$ cat src/rtl/psc_pkg.sv
// package: constants, register map and types of the protection switch control
package psc_pkg;

  // timing
  localparam int CLK_PERIOD_NS = 100;
  localparam int SECOND_NS = 1000000000;
  localparam int TICKS_PER_SECOND_DEF = SECOND_NS / CLK_PERIOD_NS;
  localparam int TICK_W = 24;
  localparam logic [3:0] LENIENT_FRAMES = 4'hA;
  localparam logic [1:0] SETTLE_CYCLES = 2'h3;
  localparam logic [5:0] MAX_REVERT_SEC = 6'h3C;
  localparam logic [5:0] LOCAL_REVERT_SEC = 6'h0F;
  // pin synchroniser idle value: {ovr_n[1:0], remote_sel, local_sw[5:0]}
  localparam logic [8:0] PIN_RESET = 9'h180;

  // register map
  localparam int ADDR_W = 8;
  localparam logic [7:0] REG_SWITCH_CFG = 8'h00;
  localparam logic [7:0] REG_DETECT_CFG = 8'h04;
  localparam logic [7:0] REG_COMMAND = 8'h08;
  localparam logic [7:0] REG_STATUS = 8'h0C;
  localparam logic [7:0] REG_EFFECTIVE = 8'h10;
  localparam logic [1:0] RESP_OKAY = 2'h0;
  localparam logic [1:0] RESP_SLVERR = 2'h2;

  // switch configuration fields
  localparam int SW_AUTO_BIT = 0;
  localparam int SW_REVERT_BIT = 1;
  localparam int SW_SECTEST_BIT = 2;
  localparam int SW_HOLD_LSB = 8;
  localparam int SW_OVR_LSB = 16;
  localparam logic [31:0] SW_RESET = 32'h00010F07;
  localparam logic [31:0] SW_MASK = 32'h00033F07;

  // detector configuration fields
  localparam int DET_TRS_LSB = 0;
  localparam int DET_EDH_LSB = 2;
  localparam int DET_AUD_BIT = 4;
  localparam int DET_BLK_BIT = 5;
  localparam int DET_FRZ_LSB = 6;
  localparam int DET_GRP_LSB = 8;
  localparam int DET_THR_LSB = 10;
  localparam int DET_CH_LSB = 12;
  localparam logic [31:0] DET_RESET = 32'h00003835;
  localparam logic [31:0] DET_MASK = 32'h0000FFFF;

  // command and status bits
  localparam int CMD_PRI_BIT = 0;
  localparam int CMD_SEC_BIT = 1;
  localparam int CMD_LOCAL_BIT = 2;
  localparam int STAT_POS = 0;
  localparam int STAT_PRI_GOOD = 1;
  localparam int STAT_SEC_GOOD = 2;
  localparam int STAT_REMOTE_SEL = 3;
  localparam int STAT_LOADED = 4;
  localparam int STAT_PRI_FAULT = 5;
  localparam int STAT_SEC_FAULT = 6;
  localparam int STAT_READY = 7;

  typedef enum logic [1:0] {TEST_OFF = 2'h0, TEST_LENIENT = 2'h1, TEST_STRICT = 2'h2} psc_test_type;
  typedef enum logic [1:0] {FRZ_OFF = 2'h0, FRZ_CLEAN = 2'h1, FRZ_NOISY = 2'h2} psc_freeze_type;
  typedef enum logic [1:0] {
    OVR_OFF = 2'h0, OVR_EDGE = 2'h1, OVR_FAULT_LOW = 2'h2, OVR_INHIBIT_LOW = 2'h3
  } psc_ovr_type;
  typedef enum logic [1:0] {
    THR_20DB = 2'h0, THR_30DB = 2'h1, THR_38DB = 2'h2, THR_46DB = 2'h3
  } psc_thr_type;
  typedef enum logic [1:0] {SEL_PRI = 2'h1, SEL_SEC = 2'h2} psc_state_type;

  typedef struct packed {
    logic auto_switch;
    logic auto_revert;
    logic sec_test;
    logic [5:0] revert_sec;
    psc_ovr_type ovr_mode;
    psc_test_type trs;
    psc_test_type edh;
    logic audio_en;
    logic black_en;
    psc_freeze_type freeze;
    logic [1:0] audio_group;
    psc_thr_type audio_thr;
    logic [3:0] audio_ch_en;
  } psc_cfg_type;

  localparam logic [1:0] GROUP_DEF = 2'h0;
  localparam logic [3:0] CH_EN_DEF = 4'h3;
  localparam psc_cfg_type CFG_DEFAULT = '{
    auto_switch: 1'b1, auto_revert: 1'b1, sec_test: 1'b1,
    revert_sec: LOCAL_REVERT_SEC, ovr_mode: OVR_EDGE,
    trs: TEST_LENIENT, edh: TEST_LENIENT, audio_en: 1'b1, black_en: 1'b1,
    freeze: FRZ_OFF, audio_group: GROUP_DEF, audio_thr: THR_38DB,
    audio_ch_en: CH_EN_DEF};

endpackage : psc_pkg

$ cat src/rtl/psc_pin_if.sv
// interface: synchronised front-edge and control-connector pins
`timescale 1ns/1ps
`default_nettype none
interface psc_pin_if;
  logic [1:0] ovr_level_n;
  logic [1:0] ovr_fall;
  logic remote_sel;
  logic [5:0] local_sw;
  modport src (output ovr_level_n, ovr_fall, remote_sel, local_sw);
  modport dst (input ovr_level_n, ovr_fall, remote_sel, local_sw);
endinterface : psc_pin_if
`default_nettype wire

$ cat src/rtl/psc_pin_sync.sv
// module: two-stage pin synchroniser and override falling-edge detector
`timescale 1ns/1ps
`default_nettype none
module psc_pin_sync
  import psc_pkg::*;
(
  input wire logic aclk,
  input wire logic aresetn,
  input wire logic [1:0] ovr_n,
  input wire logic remote_sel,
  input wire logic [5:0] local_sw,
  psc_pin_if.src pins
);

  logic [8:0] meta;
  logic [8:0] stable;
  logic [1:0] ovr_prev;
  logic [8:0] next_meta;
  logic [8:0] next_stable;
  logic [1:0] next_ovr_prev;

  always_comb
  begin
    next_meta = {ovr_n, remote_sel, local_sw};
    next_stable = meta;
    next_ovr_prev = stable[8:7];
  end

  // idle-high reset on the override pins so release makes no false edge
  always_ff @(posedge aclk)
  begin
    if (!aresetn)
    begin
      meta <= PIN_RESET;
      stable <= PIN_RESET;
      ovr_prev <= 2'h3;
    end
    else
    begin
      meta <= next_meta;
      stable <= next_stable;
      ovr_prev <= next_ovr_prev;
    end
  end

  assign pins.ovr_level_n = stable[8:7];
  assign pins.ovr_fall = ovr_prev & ~stable[8:7];
  assign pins.remote_sel = stable[6];
  assign pins.local_sw = stable[5:0];
endmodule : psc_pin_sync
`default_nettype wire

$ cat src/rtl/psc_switch_control.sv
// module: protection switch control with AXI4-Lite registers
// Notes on behaviour
// override acts only on high-to-low transitions; fault and inhibit modes act on override 0 held low
// override 0 forces primary, 1 secondary
// primary override returns output regardless of revert
// primary relay energized only while primary good
// secondary relay energized only while secondary good
// position relay de-energized means primary selected
// relays not asserted good report failure
// selector pin picks remote or local configuration
// remotely written parameters replace local switches
// local mode: unswitched parameters take defaults
// remote parameters kept in own storage
// override behaviour: off, edge, fault, inhibit
// audio group one of four, default one
// silence threshold four levels, default -38 dB
// per-channel audio enables, default 1,2 on
// auto switch only when secondary not faulted
// auto revert after primary good hold time
// lenient checks fault after ten error frames
// override pins synchronised, one-cycle edge events
// reset: primary, relays off, defaults applied
`timescale 1ns/1ps
`default_nettype none
module psc_switch_control
  import psc_pkg::*;
#(
  parameter int unsigned TICKS_PER_SECOND = TICKS_PER_SECOND_DEF
)
(
  input wire logic aclk,
  input wire logic aresetn,
  input wire logic [ADDR_W-1:0] s_axi_awaddr,
  input wire logic [2:0] s_axi_awprot,
  input wire logic s_axi_awvalid,
  output logic s_axi_awready,
  input wire logic [31:0] s_axi_wdata,
  input wire logic [3:0] s_axi_wstrb,
  input wire logic s_axi_wvalid,
  output logic s_axi_wready,
  output logic [1:0] s_axi_bresp,
  output logic s_axi_bvalid,
  input wire logic s_axi_bready,
  input wire logic [ADDR_W-1:0] s_axi_araddr,
  input wire logic [2:0] s_axi_arprot,
  input wire logic s_axi_arvalid,
  output logic s_axi_arready,
  output logic [31:0] s_axi_rdata,
  output logic [1:0] s_axi_rresp,
  output logic s_axi_rvalid,
  input wire logic s_axi_rready,
  input wire logic [1:0] ovr_n,
  input wire logic remote_sel,
  input wire logic [5:0] local_sw,
  input wire logic frame_tick,
  input wire logic [1:0] trs_err,
  input wire logic [1:0] edh_err,
  input wire logic [1:0] audio_bad,
  input wire logic [1:0] black_bad,
  input wire logic [1:0] freeze_bad,
  output psc_cfg_type det_cfg,
  output logic relay_pri_good,
  output logic relay_sec_good,
  output logic relay_sec_selected,
  output logic pri_alarm
);

  localparam logic [TICK_W-1:0] TICK_LAST = TICK_W'(TICKS_PER_SECOND - 1);

  logic aw_held, w_held, bvalid, rvalid;
  logic next_aw_held, next_w_held, next_bvalid, next_rvalid;
  logic [ADDR_W-1:0] awaddr_q, next_awaddr_q;
  logic [31:0] wdata_q, next_wdata_q, rdata, next_rdata, rd_word;
  logic [3:0] wstrb_q, next_wstrb_q;
  logic [1:0] bresp, next_bresp, rresp, next_rresp;
  logic aw_take, w_take, ar_take, do_write;
  logic [ADDR_W-1:0] wr_addr;
  logic [31:0] wr_data;
  logic [3:0] wr_strb;
  logic wr_cmd, cmd_pri, cmd_sec, cmd_local;
  logic [31:0] sw_word, next_sw_word, det_word, next_det_word;
  logic loaded, next_loaded;
  logic [1:0] settle, next_settle;
  logic ready;
  psc_cfg_type cfg, next_cfg, local_cfg;
  wire [1:0] input_fault;
  logic pri_fault, sec_fault, ext_fault, inhibit, edge_mode;
  logic force_pri, force_sec, revert_due;
  psc_state_type state, next_state;
  logic [TICK_W-1:0] tick_cnt, next_tick_cnt;
  logic [5:0] hold_sec, next_hold_sec;
  logic next_relay_pri, next_relay_sec, next_alarm;

  psc_pin_if pins ();

  psc_pin_sync u_sync (
    .aclk(aclk),
    .aresetn(aresetn),
    .ovr_n(ovr_n),
    .remote_sel(remote_sel),
    .local_sw(local_sw),
    .pins(pins)
  );

  function automatic logic reg_known(input logic [ADDR_W-1:0] addr);
    return (addr == REG_SWITCH_CFG) || (addr == REG_DETECT_CFG) || (addr == REG_COMMAND)
      || (addr == REG_STATUS) || (addr == REG_EFFECTIVE);
  endfunction : reg_known

  function automatic logic [31:0] merge_strb(input logic [31:0] old,
    input logic [31:0] data, input logic [3:0] strb, input logic [31:0] mask);
    logic [31:0] res;
    res = old;
    for (int b = 0; b < 4; b++)
      if (strb[b])
        res[8*b +: 8] = data[8*b +: 8];
    return res & mask;
  endfunction : merge_strb

  function automatic logic check_fault(input psc_test_type mode, input logic err,
    input logic [3:0] cnt);
    case (mode)
      TEST_STRICT: return err;
      TEST_LENIENT: return cnt >= LENIENT_FRAMES;
      default: return 1'b0;
    endcase
  endfunction : check_fault

  function automatic psc_cfg_type remote_cfg(input logic [31:0] sw, input logic [31:0] det);
    psc_cfg_type c;
    c.auto_switch = sw[SW_AUTO_BIT];
    c.auto_revert = sw[SW_REVERT_BIT];
    c.sec_test = sw[SW_SECTEST_BIT];
    c.revert_sec = (sw[SW_HOLD_LSB +: 6] > MAX_REVERT_SEC) ? MAX_REVERT_SEC : sw[SW_HOLD_LSB +: 6];
    c.ovr_mode = psc_ovr_type'(sw[SW_OVR_LSB +: 2]);
    c.trs = psc_test_type'(det[DET_TRS_LSB +: 2]);
    c.edh = psc_test_type'(det[DET_EDH_LSB +: 2]);
    c.audio_en = det[DET_AUD_BIT];
    c.black_en = det[DET_BLK_BIT];
    c.freeze = psc_freeze_type'(det[DET_FRZ_LSB +: 2]);
    c.audio_group = det[DET_GRP_LSB +: 2];
    c.audio_thr = psc_thr_type'(det[DET_THR_LSB +: 2]);
    c.audio_ch_en = det[DET_CH_LSB +: 4];
    return c;
  endfunction : remote_cfg

  // bus slave: one write and one read in flight, address and data in any order
  assign s_axi_awready = !aw_held && !bvalid;
  assign s_axi_wready = !w_held && !bvalid;
  assign s_axi_arready = !rvalid;
  assign aw_take = s_axi_awvalid && s_axi_awready;
  assign w_take = s_axi_wvalid && s_axi_wready;
  assign ar_take = s_axi_arvalid && s_axi_arready;
  assign do_write = (aw_held || aw_take) && (w_held || w_take) && !bvalid;
  assign wr_addr = aw_held ? awaddr_q : s_axi_awaddr;
  assign wr_data = w_held ? wdata_q : s_axi_wdata;
  assign wr_strb = w_held ? wstrb_q : s_axi_wstrb;
  assign s_axi_bvalid = bvalid;
  assign s_axi_bresp = bresp;
  assign s_axi_rvalid = rvalid;
  assign s_axi_rdata = rdata;
  assign s_axi_rresp = rresp;

  always_comb
  begin
    case (s_axi_araddr)
      REG_SWITCH_CFG: rd_word = sw_word;
      REG_DETECT_CFG: rd_word = det_word;
      REG_STATUS: rd_word = {24'h000000, ready, sec_fault, pri_fault, loaded,
        pins.remote_sel, relay_sec_good, relay_pri_good, relay_sec_selected};
      REG_EFFECTIVE: rd_word = 32'(cfg);
      default: rd_word = 32'h00000000;
    endcase
  end

  always_comb
  begin
    next_aw_held = aw_held;
    next_w_held = w_held;
    next_awaddr_q = awaddr_q;
    next_wdata_q = wdata_q;
    next_wstrb_q = wstrb_q;
    next_bvalid = bvalid;
    next_bresp = bresp;
    next_rvalid = rvalid;
    next_rdata = rdata;
    next_rresp = rresp;
    if (aw_take)
    begin
      next_aw_held = 1'b1;
      next_awaddr_q = s_axi_awaddr;
    end
    if (w_take)
    begin
      next_w_held = 1'b1;
      next_wdata_q = s_axi_wdata;
      next_wstrb_q = s_axi_wstrb;
    end
    if (bvalid && s_axi_bready)
      next_bvalid = 1'b0;
    if (do_write)
    begin
      next_aw_held = 1'b0;
      next_w_held = 1'b0;
      next_bvalid = 1'b1;
      next_bresp = reg_known(wr_addr) ? RESP_OKAY : RESP_SLVERR;
    end
    if (rvalid && s_axi_rready)
      next_rvalid = 1'b0;
    if (ar_take)
    begin
      next_rvalid = 1'b1;
      next_rdata = rd_word;
      next_rresp = reg_known(s_axi_araddr) ? RESP_OKAY : RESP_SLVERR;
    end
  end

  always_ff @(posedge aclk)
  begin
    if (!aresetn)
    begin
      aw_held <= 1'b0;
      w_held <= 1'b0;
      awaddr_q <= 8'h00;
      wdata_q <= 32'h00000000;
      wstrb_q <= 4'h0;
      bvalid <= 1'b0;
      bresp <= RESP_OKAY;
      rvalid <= 1'b0;
      rdata <= 32'h00000000;
      rresp <= RESP_OKAY;
    end
    else
    begin
      aw_held <= next_aw_held;
      w_held <= next_w_held;
      awaddr_q <= next_awaddr_q;
      wdata_q <= next_wdata_q;
      wstrb_q <= next_wstrb_q;
      bvalid <= next_bvalid;
      bresp <= next_bresp;
      rvalid <= next_rvalid;
      rdata <= next_rdata;
      rresp <= next_rresp;
    end
  end

  // commands act in the cycle the write completes
  assign wr_cmd = do_write && (wr_addr == REG_COMMAND) && wr_strb[0];
  assign cmd_pri = wr_cmd && wr_data[CMD_PRI_BIT];
  assign cmd_sec = wr_cmd && wr_data[CMD_SEC_BIT];
  assign cmd_local = wr_cmd && wr_data[CMD_LOCAL_BIT];
  assign ready = (settle == SETTLE_CYCLES);

  always_comb
  begin
    local_cfg = CFG_DEFAULT;
    local_cfg.trs = pins.local_sw[0] ? TEST_LENIENT : TEST_OFF;
    local_cfg.edh = pins.local_sw[1] ? TEST_LENIENT : TEST_OFF;
    local_cfg.audio_en = pins.local_sw[2];
    local_cfg.black_en = pins.local_sw[3];
    local_cfg.freeze = pins.local_sw[4] ? FRZ_CLEAN : FRZ_OFF;
    local_cfg.auto_revert = pins.local_sw[5];
    next_sw_word = sw_word;
    next_det_word = det_word;
    next_loaded = loaded;
    next_settle = ready ? settle : 2'(settle + 2'h1);
    // stored words survive selector changes; only reset reloads defaults
    if (do_write && (wr_addr == REG_SWITCH_CFG))
    begin
      next_sw_word = merge_strb(sw_word, wr_data, wr_strb, SW_MASK);
      next_loaded = 1'b1;
    end
    if (do_write && (wr_addr == REG_DETECT_CFG))
    begin
      next_det_word = merge_strb(det_word, wr_data, wr_strb, DET_MASK);
      next_loaded = 1'b1;
    end
    if (cmd_local)
      next_loaded = 1'b0;
    if (!ready)
      next_cfg = CFG_DEFAULT;
    else if (pins.remote_sel || loaded)
      next_cfg = remote_cfg(sw_word, det_word);
    else
      next_cfg = local_cfg;
  end

  always_ff @(posedge aclk)
  begin
    if (!aresetn)
    begin
      sw_word <= SW_RESET;
      det_word <= DET_RESET;
      loaded <= 1'b0;
      settle <= 2'h0;
      cfg <= CFG_DEFAULT;
    end
    else
    begin
      sw_word <= next_sw_word;
      det_word <= next_det_word;
      loaded <= next_loaded;
      settle <= next_settle;
      cfg <= next_cfg;
    end
  end

  assign det_cfg = cfg;

  // per-input consecutive error-frame counters, index 0 primary, 1 secondary
  for (genvar gi = 0; gi < 2; gi++)
  begin : gen_chk
    logic [3:0] trs_cnt, next_trs_cnt, edh_cnt, next_edh_cnt;
    always_comb
    begin
      next_trs_cnt = trs_cnt;
      next_edh_cnt = edh_cnt;
      if (frame_tick)
      begin
        next_trs_cnt = !trs_err[gi] ? 4'h0
          : (trs_cnt == LENIENT_FRAMES) ? trs_cnt : 4'(trs_cnt + 4'h1);
        next_edh_cnt = !edh_err[gi] ? 4'h0
          : (edh_cnt == LENIENT_FRAMES) ? edh_cnt : 4'(edh_cnt + 4'h1);
      end
    end
    always_ff @(posedge aclk)
    begin
      if (!aresetn)
      begin
        trs_cnt <= 4'h0;
        edh_cnt <= 4'h0;
      end
      else
      begin
        trs_cnt <= next_trs_cnt;
        edh_cnt <= next_edh_cnt;
      end
    end
    assign input_fault[gi] = check_fault(cfg.trs, trs_err[gi], trs_cnt)
      | check_fault(cfg.edh, edh_err[gi], edh_cnt)
      | (cfg.audio_en & audio_bad[gi]) | (cfg.black_en & black_bad[gi])
      | ((cfg.freeze != FRZ_OFF) & freeze_bad[gi]);
  end

  assign edge_mode = (cfg.ovr_mode == OVR_EDGE);
  assign ext_fault = (cfg.ovr_mode == OVR_FAULT_LOW) && !pins.ovr_level_n[0];
  assign inhibit = (cfg.ovr_mode == OVR_INHIBIT_LOW) && !pins.ovr_level_n[0];
  assign pri_fault = input_fault[0] | ext_fault;
  assign sec_fault = input_fault[1] & cfg.sec_test;
  assign force_pri = cmd_pri || (edge_mode && pins.ovr_fall[0]);
  assign force_sec = cmd_sec || (edge_mode && pins.ovr_fall[1]);
  assign revert_due = !pri_fault && (hold_sec >= cfg.revert_sec);

  always_comb
  begin
    next_state = state;
    next_tick_cnt = 24'h000000;
    next_hold_sec = 6'h00;
    case (state)
      SEL_PRI:
        if (ready && !force_pri && force_sec)
          next_state = SEL_SEC;
        else if (ready && !force_pri && cfg.auto_switch && pri_fault && !sec_fault && !inhibit)
          next_state = SEL_SEC;
      SEL_SEC:
      begin
        if (force_pri)
          next_state = SEL_PRI;
        else if (!force_sec && cfg.auto_revert && revert_due)
          next_state = SEL_PRI;
        // hold time restarts at every primary fault
        if (!pri_fault)
        begin
          next_tick_cnt = (tick_cnt == TICK_LAST) ? 24'h000000 : TICK_W'(tick_cnt + 24'h000001);
          next_hold_sec = (tick_cnt == TICK_LAST && hold_sec != MAX_REVERT_SEC)
            ? 6'(hold_sec + 6'h01) : hold_sec;
        end
      end
      default: next_state = SEL_PRI;
    endcase
    next_relay_pri = ready && !pri_fault;
    next_relay_sec = ready && !sec_fault;
    next_alarm = ready && pri_fault;
  end

  always_ff @(posedge aclk)
  begin
    if (!aresetn)
    begin
      state <= SEL_PRI;
      tick_cnt <= 24'h000000;
      hold_sec <= 6'h00;
      relay_pri_good <= 1'b0;
      relay_sec_good <= 1'b0;
      pri_alarm <= 1'b0;
    end
    else
    begin
      state <= next_state;
      tick_cnt <= next_tick_cnt;
      hold_sec <= next_hold_sec;
      relay_pri_good <= next_relay_pri;
      relay_sec_good <= next_relay_sec;
      pri_alarm <= next_alarm;
    end
  end

  assign relay_sec_selected = (state == SEL_SEC);
endmodule : psc_switch_control
`default_nettype wire

$ cat config.mk
export PLATFORM = sky130hd
export DESIGN_NAME = psc_switch_control
export DESIGN_NICKNAME = d
export VERILOG_FILES = /design/src/rtl/psc_pkg.sv /design/src/rtl/psc_pin_if.sv /design/src/rtl/psc_pin_sync.sv /design/src/rtl/psc_switch_control.sv
export SDC_FILE = /design/constraint.sdc
export NUM_CORES = 1
export LEC_CHECK = 0
export BUFFER_PORTS_ARGS = -buffer_cell sky130_fd_sc_hd__buf_4
export CORE_MARGIN = 3
export CORE_UTILIZATION = 50
export DETAILED_ROUTE_END_ITERATION = 6
export HOLD_SLACK_MARGIN = 0.02
export PLACE_DENSITY = 0.88
export RECOVER_POWER = 25
export SETUP_SLACK_MARGIN = 0.05
export SYNTH_ARGS = -nofsm -noshare
export SYNTH_HDL_FRONTEND = slang
export SYNTH_SLANG_ARGS = --single-unit
$ cat constraint.sdc
create_clock -name aclk -period 2.2 [get_ports aclk]
set_input_delay 0.44 -clock aclk [delete_from_list [all_inputs] [get_ports aclk]]
set_output_delay 0.44 -clock aclk [all_outputs]
set_load 0.03 [all_outputs]
# Yosys cells after proc, flatten, opt, wreduce, memory -nomap -nowiden
# Cells that the tools add are included.
# classes
add_sub_neg,7
magnitude_cmp,6
n_eq_ne,30
mux,34
bitwise,22
reduce_logical,79
# ops
op,count
$pmux W27 S4,1
$logic_and A1 B1 Y1,33
$eq A8 B4 Y1 const B,4
$mux W4,8
$mux W26,1
$add A24 B1 Y24 const B,1
$eq A24 B24 Y1 const B,1
$reduce_and A2 Y1,11
$mux W18,1
$add A4 B1 Y4 const B,4
$eq A4 B4 Y1 const B,4
$eq A8 B3 Y1 const B,2
$eq A8 B5 Y1 const B,2
$ge A4 B4 Y1 const B,4
$logic_not A8 Y1,2
$logic_or A1 B1 Y1,13
$eq A2 B2 Y1 const B,6
$mux W2,6
$logic_not A1 Y1,10
$mux W1,9
$or A1 B1 Y1,9
$eq A2 B1 Y1 const B,4
$mux W8,1
$ne A2 B2 Y1 const B,4
20 further kinds,37
# totals
regBits,197
inputBits,85
out_inout_bits,72
wordCells,222

# Logic depth before layout (Yosys ltp)
# logic_depth
ltp_word,19
depth_mapped,10
mapped_depth_nobuf,7

# Cells and area by module
# A second synthesis with hierarchy kept.
# unflattened
hier_cells,929
area_unflattened_um2,8195.4
# by_module_without_submodules
mod,instances,cells_each,area_each_um2
psc_switch_control,1,885,7644.8
psc_pin_sync,1,44,550.5

# Least setup slack after synthesis
# No wires, ideal clock.
# synth_path
path_type,register -> register
start,register cfg (netlist bit det_cfg[13])
end,register tick_cnt[9]
setup_time_ps,64
arrival_time_ps,2342
setup_slack_ps,-206
stages_incl_launch_ff,11
n_path_buf,3
synth_period_minus_slack_ps,2406
cell_sequence,dfxtp_1 -> inv_1 -> ha_1 -> o311ai_1 -> a21oi_1 -> or4_1 -> clkbuf_1 -> or3b_1 -> clkbuf_1 -> buf_2 -> nor2_1
# synth_via
elab_chain_len,8
elab_cells_between_ends,9
classes_between,eq/ne (2); mux (1); bitwise (5); reduce/logical (1)
# synth_lines
element,line_no,text
"start, declared",psc_switch_control.sv:85,"psc_cfg_type cfg, next_cfg, local_cfg;"
"start signal, assigned",psc_switch_control.sv:305,cfg <= next_cfg;
$eq A2 B1 Y1 / $eq A2 B2 Y1 (equally long branches),psc_switch_control.sv:122,case (mode)
$pmux W1 S2 (*),psc_switch_control.sv:122,
$or A1 B1 Y1 (*),psc_switch_control.sv:341,"| check_fault(cfg.edh, edh_err[gi], edh_cnt)"
$or A1 B1 Y1 (*) (2 in series),psc_switch_control.sv:342,| (cfg.audio_en & audio_bad[gi]) | (cfg.black_en & black_bad[gi])
$or A1 B1 Y1 (*),psc_switch_control.sv:343,| ((cfg.freeze != FRZ_OFF) & freeze_bad[gi]);
$or A1 B1 Y1 (*),psc_switch_control.sv:349,assign pri_fault = input_fault[0] | ext_fault;
$reduce_or A4 Y1 (no line) (*),-,
"end signal, assigned",psc_switch_control.sv:401,tick_cnt <= next_tick_cnt;
"end, declared",psc_switch_control.sv:90,"logic [TICK_W-1:0] tick_cnt, next_tick_cnt;"
# Every way passes the cells marked *; elsewhere a longest branch is shown, timed or not.
# A chain may end at the register's enable or synchronous reset.

# Final worst setup path
# layout_path
start,register cfg (netlist bit det_cfg[14])
end,register tick_cnt[23]
# Same word-level chain as after synthesis.

==> metrics.txt <==
# TYPE chip_impl_metric gauge
chip_impl_info{name="run_status",value="finished clean"} 1
chip_impl_metric{name="period_minus_slack",unit="ns"} 2.16
chip_impl_metric{name="drc_errors",unit=""} 0
chip_impl_metric{name="placement.cell_area",unit="mm²"} 0.00969
chip_impl_metric{name="via_per_inst",unit=""} 5.62
chip_impl_metric{name="final_max_slew_viol_count",unit=""} 0
chip_impl_metric{name="clk_pin_slew_worst_paths",unit="ns"} 0.07
chip_impl_metric{name="postRouteWirelength",unit="µm"} 22000
chip_impl_metric{name="clock_insertion_delay_worst_skew",unit="ns"} 0.44
chip_impl_metric{name="cp.arrival",unit="ns"} 2.53
chip_impl_info{name="worstSetupStartpoint",value="det_cfg[14]"} 1
chip_impl_metric{name="path_buf_inv",unit=""} 2
chip_impl_info{name="cpMaxStageDelayCell",value="sky130_fd_sc_hd__or4_4"} 1
chip_impl_metric{name="sequentialPowerShare",unit=""} 0.489
chip_impl_metric{name="yosysSeqAreaShare",unit=""} 0.462
chip_impl_metric{name="comb_power_share",unit=""} 0.106
chip_impl_metric{name="cellInternalPower",unit="mW"} 5.49
chip_impl_metric{name="critical-path-max-stage-delay",unit="ns"} 0.60
chip_impl_metric{name="fmax",unit="GHz"} 0.463
chip_impl_metric{name="die_width",unit="µm"} 134
chip_impl_metric{name="cell_count_after_synthesis",unit=""} 943
chip_impl_metric{name="share_clk_of_total_power",unit=""} 0.405
chip_impl_metric{name="insertedDiodeCount",unit=""} 0
chip_impl_info{name="critical_path.top_delay_family",value="simple AND/OR/NAND/NOR gates"} 1
chip_impl_metric{name="numCtsBuffers",unit=""} 17
chip_impl_metric{name="synth_area",unit="mm²"} 0.00824
chip_impl_metric{name="final_core_utilization",unit=""} 0.647
chip_impl_metric{name="fin_cells",unit=""} 1321
chip_impl_info{name="post-synth-top-area-cell",value="sky130_fd_sc_hd__dfxtp_1"} 1
chip_impl_info{name="kind_of_end_point_of_the_critical_path",value="flip-flop"} 1
chip_impl_metric{name="synth_seq_cells",unit=""} 190
chip_impl_info{name="worst_reg2reg_path_endpoint",value="tick_cnt[23]"} 1
chip_impl_metric{name="worstPathRequired",unit="ns"} 2.57
chip_impl_metric{name="tritoncts_num_sinks",unit=""} 190
chip_impl_metric{name="floorplan.initialDensity",unit=""} 0.515
chip_impl_metric{name="cts.htree.levels",unit=""} 4
chip_impl_metric{name="io_pins",unit=""} 157
chip_impl_metric{name="first_global_vias",unit=""} 6977
chip_impl_metric{name="place_hpwl",unit="µm"} 15700
chip_impl_metric{name="synth.top_cell.area_share",unit=""} 0.462
chip_impl_metric{name="postSynthAreaPerCell",unit="µm²"} 8.73
chip_impl_info{name="tritoncts",value="built"} 1
chip_impl_metric{name="postCtsHoldBufs",unit=""} 0
chip_impl_metric{name="final_antenna_net_count",unit=""} 0
chip_impl_info{name="cp-endpoint",value="tick_cnt[23]"} 1
chip_impl_metric{name="drt_first_pass_iters",unit=""} 6
chip_impl_info{name="cts-root-buf",value="sky130_fd_sc_hd__clkbuf_16"} 1
chip_impl_info{name="postSynth.topFlopCell",value="sky130_fd_sc_hd__dfxtp_1"} 1
chip_impl_metric{name="track_usage",unit=""} 0.243
chip_impl_metric{name="netSwitchingFraction",unit=""} 0.253
chip_impl_info{name="path_class",value="reg2reg"} 1
chip_impl_metric{name="asyncSetResetFlopFracSynth",unit=""} 0
chip_impl_metric{name="fin_skew",unit="ns"} 0.00915
chip_impl_metric{name="pwrdens",unit="mW/mm²"} 709
chip_impl_metric{name="timing.max_slew.rel_slack",unit=""} 0.552
chip_impl_metric{name="clock_tree.buffer_depth",unit=""} 2
chip_impl_metric{name="grt_first_pass_wirelength",unit="µm"} 35200
chip_impl_metric{name="num_rows",unit=""} 46
chip_impl_metric{name="critical_path_peak_fanout",unit=""} 9
chip_impl_metric{name="port-buffer-count",unit=""} 128
chip_impl_metric{name="num_vias",unit=""} 7430
chip_impl_metric{name="placedCellCount",unit=""} 1287
chip_impl_metric{name="total_leakage_power",unit="nW"} 4.08
chip_impl_metric{name="cp_num_cells",unit=""} 8
chip_impl_metric{name="antenna_found_initial",unit=""} 0
chip_impl_metric{name="synthesis_warning_total",unit=""} 0
chip_impl_metric{name="synth_cell_types",unit=""} 62
chip_impl_info{name="hold_path.class",value="in2reg"} 1
chip_impl_metric{name="chip_height",unit="µm"} 134
chip_impl_info{name="crit-reg2reg-launch",value="det_cfg[14]"} 1
chip_impl_metric{name="stdcell_area",unit="mm²"} 0.0103
chip_impl_metric{name="rrSetupSlack",unit="ns"} 0.04
chip_impl_metric{name="wire_per_inst",unit="µm"} 16.6
chip_impl_metric{name="net-switching-power",unit="mW"} 1.85
chip_impl_metric{name="finalNetCount",unit=""} 1199
chip_impl_metric{name="timing.final.setup_violations",unit=""} 0
chip_impl_info{name="critical_path.cell_chain",value="inv_4 -> ha_4 -> nand3b_1 -> nand2_1 -> or4_4 -> or3b_4 -> buf_6 -> nor2_2"} 1
chip_impl_info{name="yosys-top-cells-area",value="sky130_fd_sc_hd__dfxtp_1 46%, sky130_fd_sc_hd__nand2_1 6.7%, sky130_fd_sc_hd__mux2i_1 4.4%, sky130_fd_sc_hd__nor2_1 4.1%, sky130_fd_sc_hd__a21oi_1 3.9%"} 1
chip_impl_metric{name="fillers",unit=""} 1233
chip_impl_metric{name="count_of_flip_flops_with_a_built_in_enable_after_synthesis",unit=""} 0
chip_impl_metric{name="worst_pin_slew",unit="ns"} 0.670
chip_impl_metric{name="finalHoldViolations",unit=""} 0
chip_impl_metric{name="share_of_layout_cells_above_drive_strength_1",unit=""} 0.243
chip_impl_info{name="cp_startpoint_kind",value="flip-flop"} 1
chip_impl_metric{name="largest_net_degree_at_the_start_of_global_routing",unit=""} 45
chip_impl_metric{name="reg2reg_depth",unit=""} 8
chip_impl_metric{name="detail_route.iter0.violations",unit=""} 815
chip_impl_metric{name="fp.coreArea",unit="mm²"} 0.0160
chip_impl_info{name="grt_setup_unrepaired",value="yes"} 1
chip_impl_metric{name="cap_violations",unit=""} 0
chip_impl_metric{name="fp.dieArea",unit="mm²"} 0.0180
chip_impl_metric{name="share_of_the_clock_period_used_by_the_worst_path_after_layout",unit=""} 0.983
chip_impl_metric{name="vdd_ir_drop_max",unit="mV"} 0.598
chip_impl_metric{name="flow.area_growth_from_synthesis",unit="%"} 25.7
chip_impl_metric{name="gpl.final_weighted_congestion",unit=""} 0.910
chip_impl_metric{name="grt_overflow",unit=""} 0
==> worst register-to-register path: stages, from the launching register on <==
cell,delay (ns)
sky130_fd_sc_hd__dfxtp_4,0.37
sky130_fd_sc_hd__inv_4,0.04
sky130_fd_sc_hd__ha_4,0.25
sky130_fd_sc_hd__nand3b_1,0.11
sky130_fd_sc_hd__nand2_1,0.06
sky130_fd_sc_hd__or4_4,0.60
sky130_fd_sc_hd__or3b_4,0.42
sky130_fd_sc_hd__buf_6,0.15
sky130_fd_sc_hd__nor2_2,0.11
==> kinds of logic after synthesis <==
group | Yosys count | synth area share
flip-flops | 190 | 0.462
XOR/XNOR | 25 | 0.0266
adder cells (fa/ha/maj) | 22 | 0.0334
buffers and inverters | 83 | 0.0427
multiplexers | 60 | 0.0766
other | 1 | 0.000455
AND/OR/NAND/NOR | 416 | 0.248
AO/OA/AOI/OAI | 146 | 0.111
==> how the worst min path moves through the flow <==
| stage | cells past startpoint | startpoint | slack (ns) | to |
|---|---|---|---|---|
| global placement | 1 | u_sync.meta[8] | 0.39 | u_sync.stable[8] |
| detailed placement | 1 | u_sync.meta[8] | 0.41 | u_sync.stable[8] |
| CTS | 2 | ovr_n[1] | 0.19 | u_sync.meta[8] |
| finish | 2 | ovr_n[1] | 0.19 | u_sync.meta[8] |
| floorplan | 1 | u_sync.meta[7] | 0.39 | u_sync.stable[7] |
| global route | 2 | ovr_n[0] | 0.19 | u_sync.meta[7] |
==> registers in the layout, summed over array words and instances, names as in the netlist, 2 cells and up <==
name	cells
s_axi_rdata	27
state	2
awaddr_q	8
det_word	16
hold_sec	6
sw_word	11
u_sync.meta	9
tick_cnt	24
det_cfg	27
wstrb_q	3
settle	2
u_sync.stable	9
wdata_q	18
gen_chk.edh_cnt	8
u_sync.ovr_prev	2
gen_chk.trs_cnt	8
==> routing by layer <==
metal / track usage / wire [µm] / up-vias
li1: - / - / 3554
met5: 0 / 0 / -
met4: 0.0962 / 695 / 0
met2: 0.379 / 10200 / 383
met1: 0.325 / 9170 / 3432
met3: 0.0574 / 1960 / 61
==> cell usage after synthesis, types with 4 or more instances <==
master                      instances
sky130_fd_sc_hd__mux2i_1           36
sky130_fd_sc_hd__clkbuf_1          43
sky130_fd_sc_hd__buf_4              7
sky130_fd_sc_hd__a22oi_1           15
sky130_fd_sc_hd__a21oi_1           65
sky130_fd_sc_hd__nor3b_1            9
sky130_fd_sc_hd__a311oi_1           4
sky130_fd_sc_hd__nand2b_1          11
sky130_fd_sc_hd__a31oi_1            5
sky130_fd_sc_hd__o21ai_0           18
sky130_fd_sc_hd__xor2_1            10
sky130_fd_sc_hd__ha_1              22
sky130_fd_sc_hd__nor4_1             7
sky130_fd_sc_hd__nand4_1            7
sky130_fd_sc_hd__nor2b_1            5
sky130_fd_sc_hd__nand3_1           34
sky130_fd_sc_hd__a22o_1             4
sky130_fd_sc_hd__or4_1              4
sky130_fd_sc_hd__or3_1             14
sky130_fd_sc_hd__and2_1            21
sky130_fd_sc_hd__a211oi_1           9
sky130_fd_sc_hd__inv_1             23
sky130_fd_sc_hd__nor2_1            91
sky130_fd_sc_hd__dfxtp_1          190
sky130_fd_sc_hd__xnor2_1           15
sky130_fd_sc_hd__nor3_1            23
sky130_fd_sc_hd__and3_1            16
sky130_fd_sc_hd__mux2_2            24
sky130_fd_sc_hd__nand2_1          147
sky130_fd_sc_hd__nand4b_1           4
sky130_fd_sc_hd__o31ai_1            5
sky130_fd_sc_hd__buf_2              5
sky130_fd_sc_hd__a2bb2oi_1          4
==> what timing repair did <==
action,4_1_cts,5_1_grt
pin swaps,0,5
gates resized for setup,6,14
setup buffers,0,2
setup endpoints to repair,27,44
==> placed cells by master (no fill, tap or decap), types with 4 or more instances in the layout <==
| cell | count |
|---|---|
| sky130_fd_sc_hd__a211oi_1 | 9 |
| sky130_fd_sc_hd__a21oi_1 | 64 |
| sky130_fd_sc_hd__a22o_1 | 4 |
| sky130_fd_sc_hd__a22oi_1 | 15 |
| sky130_fd_sc_hd__a2bb2oi_1 | 4 |
| sky130_fd_sc_hd__a311oi_1 | 4 |
| sky130_fd_sc_hd__a31oi_1 | 5 |
| sky130_fd_sc_hd__and2_1 | 21 |
| sky130_fd_sc_hd__and3_1 | 16 |
| sky130_fd_sc_hd__buf_4 | 177 |
| sky130_fd_sc_hd__buf_6 | 4 |
| sky130_fd_sc_hd__clkbuf_16 | 17 |
| sky130_fd_sc_hd__clkinv_4 | 4 |
| sky130_fd_sc_hd__conb_1 | 7 |
| sky130_fd_sc_hd__dfxtp_1 | 184 |
| sky130_fd_sc_hd__dfxtp_2 | 4 |
| sky130_fd_sc_hd__ha_1 | 20 |
| sky130_fd_sc_hd__inv_1 | 21 |
| sky130_fd_sc_hd__mux2_2 | 24 |
| sky130_fd_sc_hd__mux2i_1 | 35 |
| sky130_fd_sc_hd__nand2_1 | 147 |
| sky130_fd_sc_hd__nand2b_1 | 11 |
| sky130_fd_sc_hd__nand3_1 | 33 |
| sky130_fd_sc_hd__nand4_1 | 7 |
| sky130_fd_sc_hd__nand4b_1 | 4 |
| sky130_fd_sc_hd__nor2_1 | 88 |
| sky130_fd_sc_hd__nor2b_1 | 5 |
| sky130_fd_sc_hd__nor3_1 | 23 |
| sky130_fd_sc_hd__nor3b_1 | 9 |
| sky130_fd_sc_hd__nor4_1 | 5 |
| sky130_fd_sc_hd__nor4_2 | 5 |
| sky130_fd_sc_hd__o21ai_0 | 18 |
| sky130_fd_sc_hd__o31ai_1 | 5 |
| sky130_fd_sc_hd__or3_1 | 14 |
| sky130_fd_sc_hd__xnor2_1 | 15 |
| sky130_fd_sc_hd__xor2_1 | 10 |
==> final cells by class <==
class | count | area, µm² | share of cell area
well taps | 216 | 270 | 0.0261
flip-flops and latches | 190 | 3820 | 0.369
repair buffers | 183 | 1410 | 0.137
multi-input cells | 676 | 4190 | 0.404
inverters | 24 | 92.6 | 0.00895
clock inverters | 11 | 110 | 0.0106
clock buffers | 21 | 460 | 0.0445
==> metrics by stage <==
step	power, mW	setup slack, ns	hold WS [ns]	TNS, ns
after floorplan	4.13	-0.0229	0.386	-0.452
after global placement	4.40	-0.0932	0.392	-1.89
after detailed placement	4.42	-0.131	0.410	-2.61
after CTS	7.34	0.0387	0.185	0
after global routing	7.60	-0.0597	0.189	-0.324
final	7.34	0.0379	0.190	0
==> power by group through the flow <==
stage               combinational, mW  clock (mW)  sequential [mW]
floorplan                       0.445           0             3.68
global placement                0.742           0             3.66
detailed placement              0.754           0             3.67
CTS                             0.763        2.99             3.59
global route                    0.842        3.16             3.60
finish                          0.779        2.97             3.59
No activity file was read; power rests on OpenSTA's default activity.
